===== config.mk =====
export PLATFORM = sky130hd
export DESIGN_NAME = sdm_mode_regs
export DESIGN_NICKNAME = d
export VERILOG_FILES = /design/src/verilog/sdm_mode_regs.v /design/src/verilog/sdm_atten_ramp.v
export VERILOG_INCLUDE_DIRS = /design/src /design/src/verilog
export SDC_FILE = /design/constraint.sdc
export NUM_CORES = 1
export LEC_CHECK = 0
export BUFFER_PORTS_ARGS = -buffer_cell sky130_fd_sc_hd__buf_2
export CORE_MARGIN = 2
export CORE_UTILIZATION = 58
export DETAILED_ROUTE_END_ITERATION = 10
export PLACE_DENSITY = 0.89
export SLEW_MARGIN = 20
export SYNTH_ARGS = -nofsm -noshare
export SYNTH_HDL_FRONTEND = slang
export SYNTH_SLANG_ARGS = --single-unit

===== constraint.sdc =====
create_clock -name clk_sys_i -period 4 [get_ports clk_sys_i]
set_input_delay 0 -clock clk_sys_i [delete_from_list [all_inputs] [get_ports clk_sys_i]]
set_output_delay 0 -clock clk_sys_i [all_outputs]
set_load 0.005 [all_outputs]

===== src/verilog/sdm_consts.vh =====
/*
  Constants for the serial mode-register bank: frame layout, register
  indices, field positions, reset values and timing counts.
  Assumes it is included by bare name from the design files.
*/
`ifndef SDM_CONSTS_VH
`define SDM_CONSTS_VH

// Frame layout
`define SDM_FRAME_BITS 5'h10
`define SDM_FRAME_ZERO_BIT 15
`define SDM_IDX_HI 14
`define SDM_IDX_LO 8
`define SDM_DATA_HI 7
`define SDM_DATA_LO 0

// Register indices
`define SDM_IDX_LEFT_ATTEN 7'h10
`define SDM_IDX_RIGHT_ATTEN 7'h11
`define SDM_IDX_MUTE_RATE 7'h12
`define SDM_IDX_CHAN_DEEMPH 7'h13
`define SDM_IDX_FMT_FILTER 7'h14
`define SDM_IDX_RESERVED 7'h15
`define SDM_IDX_FLAG_PHASE 7'h16

// Field positions
`define SDM_BIT_OVERSAMPLE 6
`define SDM_BIT_RIGHT_MUTE 1
`define SDM_BIT_LEFT_MUTE 0
`define SDM_BIT_DEEMPH_RATE_HI 6
`define SDM_BIT_DEEMPH_RATE_LO 5
`define SDM_BIT_DEEMPH_EN 4
`define SDM_BIT_RIGHT_DISABLE 1
`define SDM_BIT_LEFT_DISABLE 0
`define SDM_BIT_ROLLOFF 5
`define SDM_BIT_FMT_HI 2
`define SDM_BIT_FMT_LO 0
`define SDM_BIT_ZERO_MODE 2
`define SDM_BIT_ZERO_POL 1
`define SDM_BIT_PHASE_INV 0

// Reset values
`define SDM_RST_ATTEN 8'hff
`define SDM_RST_FMT 3'h5
`define SDM_RST_DEEMPH_RATE 2'h0
`define SDM_RST_BYTE 8'h00

// Attenuation codes
`define SDM_ATTEN_MUTE 8'h80
`define SDM_ATTEN_FULL 8'hff

// Format and de-emphasis codes that are reserved
`define SDM_FMT_RSVD_MIN 3'h6
`define SDM_DEEMPH_RATE_RSVD 2'h3

// Timing: one ramp step per 8 sample periods at 48 kHz
`define SDM_CLK_PERIOD_NS 10
`define SDM_RAMP_STEP_NS 166667
`define SDM_RAMP_STEP_CYCLES (`SDM_RAMP_STEP_NS / `SDM_CLK_PERIOD_NS)

`endif


===== src/verilog/sdm_mode_regs.v =====
/*
  Three-wire serial control port and the mode-register bank it fills, with
  the per-channel attenuation ramps.
  Assumes the three control pins are asynchronous to clk_sys_i and change
  far slower than it (shift clock period of 160 ns or more).
*/
`timescale 1ns/100ps
`default_nettype none
`include "sdm_consts.vh"

// Notes on behaviour
// - Control port runs apart from audio timing
// - One write is exactly one 16-bit frame
// - Frame bits 14..8 select target register
// - Frame low byte is the stored value
// - Latch rising commits data to indexed register
// - Indices 0x10..0x16 map the seven registers
// - Per-channel attenuation, resets to no attenuation
// - Oversampling bit 6, soft mutes bits 1..0
// - Output disables bits 1..0, reset enabled
// - De-emphasis enable bit 4, rate bits 6..5
// - Format bits 2..0, default left-justified
// - Roll-off bit 5, default sharp
// - Zero-flag mode bit 2, default independent
// - Zero polarity bit 1, phase bit 0
// - Codes 128 and below mean mute
// - Format codes decode, 110 and 111 reserved
// - De-emphasis rate codes, 11 reserved
// - Soft mute ramps one step per tick
module sdm_mode_regs #(
  parameter RAMP_STEP_CYCLES = `SDM_RAMP_STEP_CYCLES
) (
  input wire clk_sys_i,
  input wire sys_rst_i,
  input wire clk_en_i,
  input wire ctl_serial_in_i,
  input wire ctl_shift_clk_i,
  input wire ctl_latch_i,
  output reg [7:0] left_atten_code_o,
  output reg [7:0] right_atten_code_o,
  output wire [7:0] left_atten_level_o,
  output wire [7:0] right_atten_level_o,
  output reg left_muted_o,
  output reg right_muted_o,
  output reg oversample_128_o,
  output reg left_soft_mute_o,
  output reg right_soft_mute_o,
  output reg left_output_disable_o,
  output reg right_output_disable_o,
  output reg deemph_enable_o,
  output reg [1:0] deemph_rate_sel_o,
  output reg deemph_rate_rsvd_o,
  output reg [2:0] input_format_sel_o,
  output reg input_format_rsvd_o,
  output reg rolloff_sel_o,
  output reg zero_flag_mode_sel_o,
  output reg zero_flag_polarity_o,
  output reg output_phase_invert_o,
  output reg [7:0] test_reserved_bit_o,
  output reg write_strobe_o,
  output reg frame_reject_o
);

  // Pin order inside the synchroniser bus
  localparam PIN_DATA = 0;
  localparam PIN_SCK = 1;
  localparam PIN_LATCH = 2;

  // Frame receiver states
  localparam ST_IDLE = 1'b0;
  localparam ST_FRAME = 1'b1;

  wire [2:0] pins_raw;
  wire [2:0] sync_b;
  reg sck_prev;
  reg latch_prev;
  reg state;
  reg [15:0] shift_reg;
  reg [4:0] bit_cnt;
  wire sck_rise;
  wire latch_fall;
  wire latch_rise;
  wire [6:0] frame_idx;
  wire [7:0] frame_data;
  wire frame_ok;

  // Known-range check on an index, used for accept and reject
  function idx_in_map;
    input [6:0] idx;
    begin
      idx_in_map = (idx >= `SDM_IDX_LEFT_ATTEN) && (idx <= `SDM_IDX_FLAG_PHASE);
    end
  endfunction

  // Mute decode of an attenuation level
  function atten_is_mute;
    input [7:0] code;
    begin
      atten_is_mute = (code <= `SDM_ATTEN_MUTE);
    end
  endfunction

  assign pins_raw = {ctl_latch_i, ctl_shift_clk_i, ctl_serial_in_i};

  // Two-flop synchronisers for every control pin
  genvar gi;
  generate
    for (gi = 0; gi < 3; gi = gi + 1)
    begin : g_sync
      reg stage_a;
      reg stage_b;
      always @(posedge clk_sys_i)
      begin
        if (sys_rst_i)
        begin
          stage_a <= (gi == PIN_LATCH) ? 1'b1 : 1'b0;
          stage_b <= (gi == PIN_LATCH) ? 1'b1 : 1'b0;
        end
        else if (clk_en_i)
        begin
          stage_a <= pins_raw[gi];
          stage_b <= stage_a;
        end
      end
      // Only the second stage feeds the edge logic
      assign sync_b[gi] = stage_b;
    end
  endgenerate

  // Edge history of the synchronised shift clock and latch
  always @(posedge clk_sys_i)
  begin
    if (sys_rst_i)
    begin
      sck_prev <= 1'b0;
      latch_prev <= 1'b1;
    end
    else if (clk_en_i)
    begin
      sck_prev <= sync_b[PIN_SCK];
      latch_prev <= sync_b[PIN_LATCH];
    end
  end

  assign sck_rise = sync_b[PIN_SCK] & ~sck_prev;
  assign latch_fall = ~sync_b[PIN_LATCH] & latch_prev;
  assign latch_rise = sync_b[PIN_LATCH] & ~latch_prev;
  assign frame_idx = shift_reg[`SDM_IDX_HI:`SDM_IDX_LO];
  assign frame_data = shift_reg[`SDM_DATA_HI:`SDM_DATA_LO];
  assign frame_ok = (bit_cnt == `SDM_FRAME_BITS) && idx_in_map(frame_idx);

  // Frame receiver: latch low opens a frame, shift clock rises load bits
  always @(posedge clk_sys_i)
  begin
    if (sys_rst_i)
    begin
      state <= ST_IDLE;
      shift_reg <= 16'h0000;
      bit_cnt <= 5'h00;
    end
    else if (clk_en_i)
    begin
      case (state)
        ST_IDLE:
        begin
          if (latch_fall)
          begin
            state <= ST_FRAME;
            bit_cnt <= 5'h00;
          end
        end
        ST_FRAME:
        begin
          if (latch_rise)
            state <= ST_IDLE;
          else if (sck_rise)
          begin
            shift_reg <= {shift_reg[14:0], sync_b[PIN_DATA]};
            if (bit_cnt != 5'h1f)
              bit_cnt <= bit_cnt + 5'h01;
          end
        end
        default:
          state <= ST_IDLE;
      endcase
    end
  end

  // Commit strobe and reject pulse at the end of a frame
  always @(posedge clk_sys_i)
  begin
    if (sys_rst_i)
    begin
      write_strobe_o <= 1'b0;
      frame_reject_o <= 1'b0;
    end
    else if (clk_en_i)
    begin
      write_strobe_o <= (state == ST_FRAME) && latch_rise && frame_ok;
      frame_reject_o <= (state == ST_FRAME) && latch_rise && !frame_ok;
    end
  end

  // Mode register bank, written only by a good frame
  always @(posedge clk_sys_i)
  begin
    if (sys_rst_i)
    begin
      left_atten_code_o <= `SDM_RST_ATTEN;
      right_atten_code_o <= `SDM_RST_ATTEN;
      oversample_128_o <= 1'b0;
      left_soft_mute_o <= 1'b0;
      right_soft_mute_o <= 1'b0;
      left_output_disable_o <= 1'b0;
      right_output_disable_o <= 1'b0;
      deemph_enable_o <= 1'b0;
      deemph_rate_sel_o <= `SDM_RST_DEEMPH_RATE;
      input_format_sel_o <= `SDM_RST_FMT;
      rolloff_sel_o <= 1'b0;
      zero_flag_mode_sel_o <= 1'b0;
      zero_flag_polarity_o <= 1'b0;
      output_phase_invert_o <= 1'b0;
      test_reserved_bit_o <= `SDM_RST_BYTE;
    end
    else if (clk_en_i && (state == ST_FRAME) && latch_rise && frame_ok)
    begin
      case (frame_idx)
        `SDM_IDX_LEFT_ATTEN:
          left_atten_code_o <= frame_data;
        `SDM_IDX_RIGHT_ATTEN:
          right_atten_code_o <= frame_data;
        `SDM_IDX_MUTE_RATE:
        begin
          oversample_128_o <= frame_data[`SDM_BIT_OVERSAMPLE];
          right_soft_mute_o <= frame_data[`SDM_BIT_RIGHT_MUTE];
          left_soft_mute_o <= frame_data[`SDM_BIT_LEFT_MUTE];
        end
        `SDM_IDX_CHAN_DEEMPH:
        begin
          deemph_rate_sel_o <= frame_data[`SDM_BIT_DEEMPH_RATE_HI:`SDM_BIT_DEEMPH_RATE_LO];
          deemph_enable_o <= frame_data[`SDM_BIT_DEEMPH_EN];
          right_output_disable_o <= frame_data[`SDM_BIT_RIGHT_DISABLE];
          left_output_disable_o <= frame_data[`SDM_BIT_LEFT_DISABLE];
        end
        `SDM_IDX_FMT_FILTER:
        begin
          rolloff_sel_o <= frame_data[`SDM_BIT_ROLLOFF];
          input_format_sel_o <= frame_data[`SDM_BIT_FMT_HI:`SDM_BIT_FMT_LO];
        end
        `SDM_IDX_RESERVED:
          test_reserved_bit_o <= frame_data;
        `SDM_IDX_FLAG_PHASE:
        begin
          zero_flag_mode_sel_o <= frame_data[`SDM_BIT_ZERO_MODE];
          zero_flag_polarity_o <= frame_data[`SDM_BIT_ZERO_POL];
          output_phase_invert_o <= frame_data[`SDM_BIT_PHASE_INV];
        end
        default:
          test_reserved_bit_o <= test_reserved_bit_o;
      endcase
    end
  end

  // Reserved-code flags for the format and de-emphasis rate fields
  always @(posedge clk_sys_i)
  begin
    if (sys_rst_i)
    begin
      input_format_rsvd_o <= 1'b0;
      deemph_rate_rsvd_o <= 1'b0;
    end
    else if (clk_en_i)
    begin
      input_format_rsvd_o <= (input_format_sel_o >= `SDM_FMT_RSVD_MIN);
      deemph_rate_rsvd_o <= (deemph_rate_sel_o == `SDM_DEEMPH_RATE_RSVD);
    end
  end

  // Attenuation ramps, one per channel
  sdm_atten_ramp #(
    .STEP_CYCLES(RAMP_STEP_CYCLES)
  ) u_left_ramp (
    .clk_sys_i(clk_sys_i),
    .sys_rst_i(sys_rst_i),
    .clk_en_i(clk_en_i),
    .target_code_i(left_atten_code_o),
    .soft_mute_i(left_soft_mute_o),
    .level_o(left_atten_level_o)
  );

  sdm_atten_ramp #(
    .STEP_CYCLES(RAMP_STEP_CYCLES)
  ) u_right_ramp (
    .clk_sys_i(clk_sys_i),
    .sys_rst_i(sys_rst_i),
    .clk_en_i(clk_en_i),
    .target_code_i(right_atten_code_o),
    .soft_mute_i(right_soft_mute_o),
    .level_o(right_atten_level_o)
  );

  // Live mute indication from the ramped levels
  always @(posedge clk_sys_i)
  begin
    if (sys_rst_i)
    begin
      left_muted_o <= 1'b0;
      right_muted_o <= 1'b0;
    end
    else if (clk_en_i)
    begin
      left_muted_o <= atten_is_mute(left_atten_level_o);
      right_muted_o <= atten_is_mute(right_atten_level_o);
    end
  end

endmodule
`default_nettype wire


===== src/verilog/sdm_atten_ramp.v =====
/*
  One channel's attenuation ramp: the live level walks one 0.5 dB step per
  tick toward the programmed code, or toward mute while soft mute is set.
  Assumes a single clock domain; all inputs come from flops on clk_sys_i.
*/
`timescale 1ns/100ps
`default_nettype none
`include "sdm_consts.vh"

module sdm_atten_ramp #(
  parameter STEP_CYCLES = `SDM_RAMP_STEP_CYCLES
) (
  input wire clk_sys_i,
  input wire sys_rst_i,
  input wire clk_en_i,
  input wire [7:0] target_code_i,
  input wire soft_mute_i,
  output reg [7:0] level_o
);

  localparam CW = $clog2(STEP_CYCLES + 1);
  localparam [31:0] STEP_LAST_W = STEP_CYCLES - 1;
  localparam [CW-1:0] STEP_LAST = STEP_LAST_W[CW-1:0];

  reg [CW-1:0] tick_cnt;
  reg [7:0] next_target;

  // Codes 128 and below all mean mute; soft mute forces the mute floor
  always @*
  begin
    if (soft_mute_i)
      next_target = `SDM_ATTEN_MUTE;
    else if (target_code_i <= `SDM_ATTEN_MUTE)
      next_target = `SDM_ATTEN_MUTE;
    else
      next_target = target_code_i;
  end

  // Step timer and one-step-per-tick level walk
  always @(posedge clk_sys_i)
  begin
    if (sys_rst_i)
    begin
      tick_cnt <= {CW{1'b0}};
      level_o <= `SDM_RST_ATTEN;
    end
    else if (clk_en_i)
    begin
      if (tick_cnt == STEP_LAST)
      begin
        tick_cnt <= {CW{1'b0}};
        if (level_o > next_target)
          level_o <= level_o - 8'h01;
        else if (level_o < next_target)
          level_o <= level_o + 8'h01;
      end
      else
        tick_cnt <= tick_cnt + {{(CW-1){1'b0}}, 1'b1};
    end
  end

endmodule
`default_nettype wire


==> impl_results.md, run 1 <==
- Pwr dens: 413.9 nW/µm²
- Routed vias: 4866
- Static Leak: 2.982 nW
- Initial antenna violation count: 1
- Hold Startpoint: sys_rst_i
- Critical path peak fanout: 7
- Gate Count Post-Synth: 638
- Final wirelength: 13.71 mm
- CTS tree: yes
- Final WS setup: 0.2960 ns
- Maximum VDD drop: 0.3323 mV
- Reg area: 2402 µm²
- Initial Util: 0.5899
- Clock tree buffer depth: 2
- CP cell instances: nor2b_1, nand2_1, ha_1, nor2b_1, o211ai_1, a211oi_1, nor2_1, inv_1, ha_1, a21o_1, o21ai_0, a32oi_1, or3_1, a31o_1, nand3_1
- Routed WL per cell: 16.11 µm
- Syn Area/Cell: 8.955 µm²
- CP top delay family: compound AO/OA/AOI/OAI gates
- Hold Crit Depth: 3
- Clock sinks: 120
- Antenna viol nets, final: 0
- Max_cap viols: 0
- Vias in the first global route: 4753
- Final period util: 0.9260
- Chip width: 103.2 µm
- Synth top area share: 0.4205
- DRC: 0
- First-pass GRT wire length: 22.11 mm
- Final Setup Violations: 0
- Post-synth top area cell: dfxtp_1
- Worst R2R Start: right_atten_code_o[7]
- Slowest CP cell: nor2b_1
- Share of cells above drive strength 1: 0.1464
- Layout Cells excl Fill: 851
- Die area: 10660 µm²
- CP Class: flop to flop
- Fillcell total: 724
- Status: finished clean
- Fin. Hold Viols: 0
- Clock H-tree levels: 4
- Clock latency on the worst-skew pair: 0.53 ns
- Final Max Slew Viols: 0
- Hold EP: g_sync[0].stage_a
- Final setup TNS: 0 ns
- Routability Congestion: 0.8967
- Rows: 36
- Place WS: 0.4574 ns
- Reg2reg setup slack: 0.30 ns
- Post-synthesis sequential area ratio: 0.4205
- WP data required: 4.47 ns
- Via-per-instance ratio: 5.718
- Number of port buffers: 66
- FF-to-FF path depth: 15
- Clock root buffer: clkbuf_8
- Worst path bufs/invs: 1
- Synth Warn #: 0
- Largest net degree at the start of global routing: 52
- CP startpoint kind: flop
- Fmax: 0.2700 GHz
- Fin crit period: 3.704 ns
- Number of distinct library cells after synthesis: 48
- Area occupied by multi-input gates: 3128 µm²
- Core area: 9684 µm²
- Skew final: 0.005770 ns
- Initial DRC count: 213
- Worst Hold Class: primary input to flop
- Area contributors post-synth: dfxtp_1 42%, mux2i_1 11%, ha_1 7.7%, nor2_1 6.2%, nand2_1 4.6%
- Total gr overflow: 0
- P&R area growth vs syn: 17.70%
- Post CTS Setup Buffer Count: 0
- #FFs+latches synth: 120
- Max incr delay on CP: 0.37 ns
- Post-DP HPWL: 9.309 mm
- I/O pin cnt: 67
- Arrival time at the worst endpoint: 4.17 ns
- RR Endpoint: u_right_ramp.level_o[7]
- Die height: 103.2 µm
- Worst-margin pin slew: 0.7527 ns
- Power Total: 0.002783 W
- Global-route usage over all layers: 0.2698
- Placed cell areas: 6130 µm²
- RSZ-0062 raised after global routing: false
- DRT Pass-1 Iters: 4
- Clock Pin Slew Worst Setup and Hold Paths: 0.06 ns
- Fin area: 6724 µm²
- Crit end category: flop
- CTS buffer count: 17
- Final nets: 750
- Slew HR: 0.4977
- Area of the mapped netlist: 5713 µm²
- Placed insts: 817
## through the flow
step           utilization  hold slack (ns)
4_1_cts             0.6938          0.03676
5_1_grt             0.6943          0.06767
3_3_place_gp        0.6329           0.2332
3_5_place_dp        0.6329           0.2320
2_1_floorplan            -           0.1284
6_report            0.6943          0.05100
## report_power, final
part	internal [W]	total [W]	switching (W)
Sequential	0.00121	0.00122	0.0000109
Clock	0.000904	0.00143	0.000521
Combinational	0.0000559	0.000141	0.0000852
Total	0.00217	0.00278	0.000617
## cell usage after synthesis, drive strengths merged
cell / instances
fa: 2
xor2: 24
o311ai: 1
a31o: 3
buf: 8
o211ai: 9
nor2b: 13
a32oi: 2
mux2i: 62
xnor2: 13
a21o: 4
a2bb2oi: 1
and4: 2
or4b: 1
nand4: 18
nor4bb: 1
nand2: 70
nor2: 94
or2: 2
nor4: 4
nor4b: 3
o21ai: 16
nor3: 5
or3: 5
o211a: 2
nand4b: 1
inv: 20
and2: 3
nand3: 24
clkbuf: 17
ha: 35
o21a: 2
a211oi: 6
a32o: 1
o21bai: 2
nand2b: 3
and4b: 2
a21oi: 29
and3: 7
dfxtp: 120
conb: 1
## logic make-up after synthesis
family / after synthesis / synth area share
simple gates: 258 / 0.2098
flops: 120 / 0.4205
compound gates: 78 / 0.08695
mux: 62 / 0.1086
buf+inv: 45 / 0.03307
fa+ha+maj: 37 / 0.08366
xor+xnor: 37 / 0.05672
other cells: 1 / 0.0006564
## worst max-delay path by stage
stage,startpoint,end,cells after the start
6_report,right_atten_code_o[7],u_right_ramp.level_o[7],15
5_1_grt,right_atten_code_o[7],u_right_ramp.level_o[7],15
4_1_cts,right_atten_code_o[7],u_right_ramp.level_o[7],15
3_5_place_dp,left_atten_code_o[7],u_left_ramp.level_o[7],15
3_3_place_gp,left_atten_code_o[7],u_left_ramp.level_o[7],15
2_1_floorplan,left_atten_code_o[7],u_left_ramp.level_o[7],15
## tightest hold or removal path, stage by stage
cell and delay (ns):
buf_2 0.10, buf_4 0.28, nor2_1 0.14
## cell usage in the layout, fill, tap and decap left out, types with 15 or more instances in the layout
cell type / synthesis / final
a21oi_1: 27 / 27
buf_2: 4 / 66
nor2_1: 94 / 94
inv_1: 20 / 20
nand2_1: 70 / 70
dfxtp_1: 120 / 120
xor2_1: 24 / 24
o21ai_0: 15 / 15
mux2i_1: 62 / 62
clkbuf_16: 0 / 16
nand3_1: 24 / 24
nand4_1: 18 / 18
ha_1: 35 / 35
## routing by layer
layer / share of wire / GRT usage / vias up / wire length, µm
met2: 0.51 / 0.4910 / 147 / 6970
met1: 0.42 / 0.2895 / 2329 / 5693
met4: 0.025 / 0.1194 / 0 / 337
met5: 0 / 0.009615 / - / 0
li1: - / - / 2355 / -
met3: 0.052 / 0.07728 / 35 / 712
## timing repair
action / 4_1_cts / 5_1_grt
endpoints found under the setup margin: 0 / 1
hold buffers: 4 / 0
hold endpoints to repair: 4 / 0
resized for setup: 0 / 1
## layout make-up
cell class	count	share of cell area
Tap cell	133	0.02475
Multi-Input combinational cell	474	0.4652
Clock inverter	8	0.01489
Clock buffer	21	0.06680
Inverter	20	0.01116
Antenna cell	1	0.0003722
Timing Repair Buffer	74	0.05955
Sequential cell	120	0.3573
Note: power is estimated with default switching activity, not from simulation.
==> run 2: changes to the inputs <==
- PLACE_DENSITY: 0.89 -> 0.79
==> run 2 against run 1 <==
Compared with the run above: clock skew about the same; first-iteration DRC count fell by 8.5%; total power grew 6.0%; cell area rose by 0.93%; critical path depth stayed put; combinational power barely moved; sequential power barely moved; final cell count rose by 0.12%; via count shrank 2.2%; hold slack worse by 0.020 ns; global-route usage shrank 0.54 points; setup slack improved by 0.088 ns; critical endpoint unchanged; largest power group unchanged.
==> impl_results.md, run 2 (synthesized netlist as in run 1, its figures left out) <==
- DRC: 0 (unchanged)
- Slowest CP cell: nor2b_1
- Switch share: 0.2130 (-0.008700)
- Most common cell after layout, fill and taps aside: dfxtp_1
- Worst path bufs/invs: 1 (unchanged)
- Diode count: 0 (-1)
- Reg2reg setup slack: 0.38 ns (+0.09 ns)
- Largest net degree at the start of global routing: 52 (unchanged)
- Switching power total: 0.0006284 W (+1.9%)
- Routed WL per cell: 15.36 µm (-4.7%)
- P&R area growth vs syn: 18.79%
- Via-per-instance ratio: 5.585 (-2.3%)
- Gate power share: 0.047 (-0.004)
- Antenna viol nets, final: 0 (unchanged)
- Worst Hold Class: primary input to flop
- RR Endpoint: u_right_ramp.level_o[7]
- Rows: 36 (unchanged)
- Top routing layer in use: met4
- Arrival time at the worst endpoint: 4.08 ns (-0.09 ns)
- Fin area: 6787 µm² (+0.93%)
- Placed insts: 817 (unchanged)
- CP cell instances: nor2b_1, nand2_1, ha_1, nand4_1, nor2_1, nor2_1, nor2_1, inv_1, ha_1, a21o_1, o21ai_0, a32oi_1, or3_1, a31o_1, nand3_1
- Clock Pin Slew Worst Setup and Hold Paths: 0.06 ns (about the same)
- CP Class: flop to flop
- Clock root buffer: clkbuf_8
- Routed wl met2: 6.484 mm (-7.0%)
- Power share of the sequential group: 0.412 (-0.025)
- Hold Crit Depth: 3 (unchanged)
- Final period util: 0.9039 (-0.02208)
- Clock power share: 0.540 (+0.028)
- Worst-margin pin slew: 0.6212 ns (-0.1315 ns)
- Pwr dens: 434.8 nW/µm² (+5.0%)
- Max incr delay on CP: 0.37 ns (about the same)
- DRT Pass-1 Iters: 6 (+2)
- Number of port buffers: 66 (unchanged)
- I/O pin cnt: 67 (unchanged)
- Share of cells above drive strength 1: 0.1502 (+0.003765)
- Chip width: 103.2 µm (unchanged)
- Clock sinks: 120 (unchanged)
- CTS buffer count: 17 (unchanged)
- Final setup TNS: 0 ns (unchanged)
- Crit-path most repeated cell: nor2_1
- Skew final: 0.005987 ns (+0.0002172 ns)
- Fmax: 0.2766 GHz (+2.4%)
- Clock tree buffer depth: 2 (unchanged)
- Placed cell areas: 6130 µm² (unchanged)
- Initial Util: 0.5899 (unchanged)
- Initial DRC count: 195 (-8.5%)
- Initial antenna violation count: 0 (-1)
- Global-route usage over all layers: 0.2644 (-0.005404)
- Final nets: 749 (-0.13%)
- Die area: 10660 µm² (unchanged)
- Status: finished clean
- Routability Congestion: 0.8966 (about the same)
- Final Setup Violations: 0 (unchanged)
- CP top delay family: simple AND/OR/NAND/NOR gates
- Fin. Hold Viols: 0 (unchanged)
- Routed vias: 4758 (-2.2%)
- Resized cells post-CTS: 0 (unchanged)
- Vias in the first global route: 4738 (-0.32%)
- Maximum VDD drop: 0.3390 mV (+2.0%)
- CTS tree: yes
- WP data required: 4.46 ns (about the same)
- FF-to-FF path depth: 15 (unchanged)
- Total gr overflow: 0 (unchanged)
- Final Max Slew Viols: 0 (unchanged)
- Fin crit period: 3.616 ns (-0.08834 ns)
- Worst R2R Start: right_atten_code_o[7]
- CP startpoint kind: flop
- Met3 wire len: 581 µm (-18%)
- Commonest non-fill, non-tap cells in the layout: 120 x dfxtp_1, 94 x nor2_1, 70 x nand2_1, 66 x buf_2, 62 x mux2i_1
- Max_cap viols: 0 (unchanged)
- Final wirelength: 13.09 mm (-4.6%)
- Power Total: 0.002951 W (+6.0%)
- Hold Startpoint: sys_rst_i
- Slew HR: 0.5859 (+0.08822)
- Crit end category: flop
- Critical path peak fanout: 7 (unchanged)
- Int Power: 0.002322 W (+7.2%)
- Core area: 9684 µm² (unchanged)
- Clock H-tree levels: 4 (unchanged)
- Hold EP: sck_prev
- RSZ-0062 raised after global routing: false
- Post-DP HPWL: 9.192 mm (-1.3%)
- Clock latency on the worst-skew pair: 0.53 ns (about the same)
- Layout Cells excl Fill: 852 (+0.12%)
- Static Leak: 3.023 nW (+1.4%)
- M1 wire length: 5.570 mm (-2.2%)
- Die height: 103.2 µm (unchanged)
- First-pass GRT wire length: 21.64 mm (-2.2%)
run 2: stage by stage:
step	hold WS, ns	worst slack, ns	utilization
3_3_place_gp	0.2336	0.6439	0.6329
5_1_grt	0.04126	0.06930	0.7008
2_1_floorplan	0.1284	0.8422	-
6_report	0.03055	0.3843	0.7008
4_1_cts	0.008217	0.4326	0.7008
3_5_place_dp	0.2426	0.4843	0.6329
run 2: worst max-delay path by stage:
stage | start | to | cells past startpoint
after global placement | left_atten_code_o[7] | u_left_ramp.level_o[7] | 15
after floorplan | left_atten_code_o[7] | u_left_ramp.level_o[7] | 15
after global routing | right_atten_code_o[7] | u_right_ramp.level_o[7] | 15
after detailed placement | right_atten_code_o[7] | u_right_ramp.level_o[7] | 15
after CTS | right_atten_code_o[7] | u_right_ramp.level_o[7] | 15
final | right_atten_code_o[7] | u_right_ramp.level_o[7] | 15
run 2: repair_timing:
item / in CTS / in global routing
hold buffers: 3 / 0
setup buffers: 0 / 0
hold endpoints to repair: 3 / 0
run 2: layout make-up:
class,instances,area [µm²]
clock buffers,21,459.2
repair buffers,73,390.4
fillers,753,2898
inverters,20,75.07
well taps,133,166.4
multi-input cells,474,3126
flip-flops and latches,120,2402
clock inverters,11,167.7
run 2: worst min-delay path: stages:
cell and delay (ns):
buf_2 0.09, buf_4 0.27, nor2_1 0.14
run 2: power groups by stage:
stage          Clock (W)  Combinational, W  Sequential, W
5_1_grt          0.00167          0.000157        0.00122
3_3_place_gp           0          0.000128        0.00124
6_report         0.00159          0.000140        0.00122
3_5_place_dp           0          0.000135        0.00124
2_1_floorplan          0          0.000108        0.00124
4_1_cts          0.00162          0.000139        0.00122
run 2: metal layers:
metal  global-route usage  vias up
met4               0.1630        0
li1                     -     2349
met5                    0        -
met2               0.4436      120
met1               0.3025     2249
met3              0.06720       40
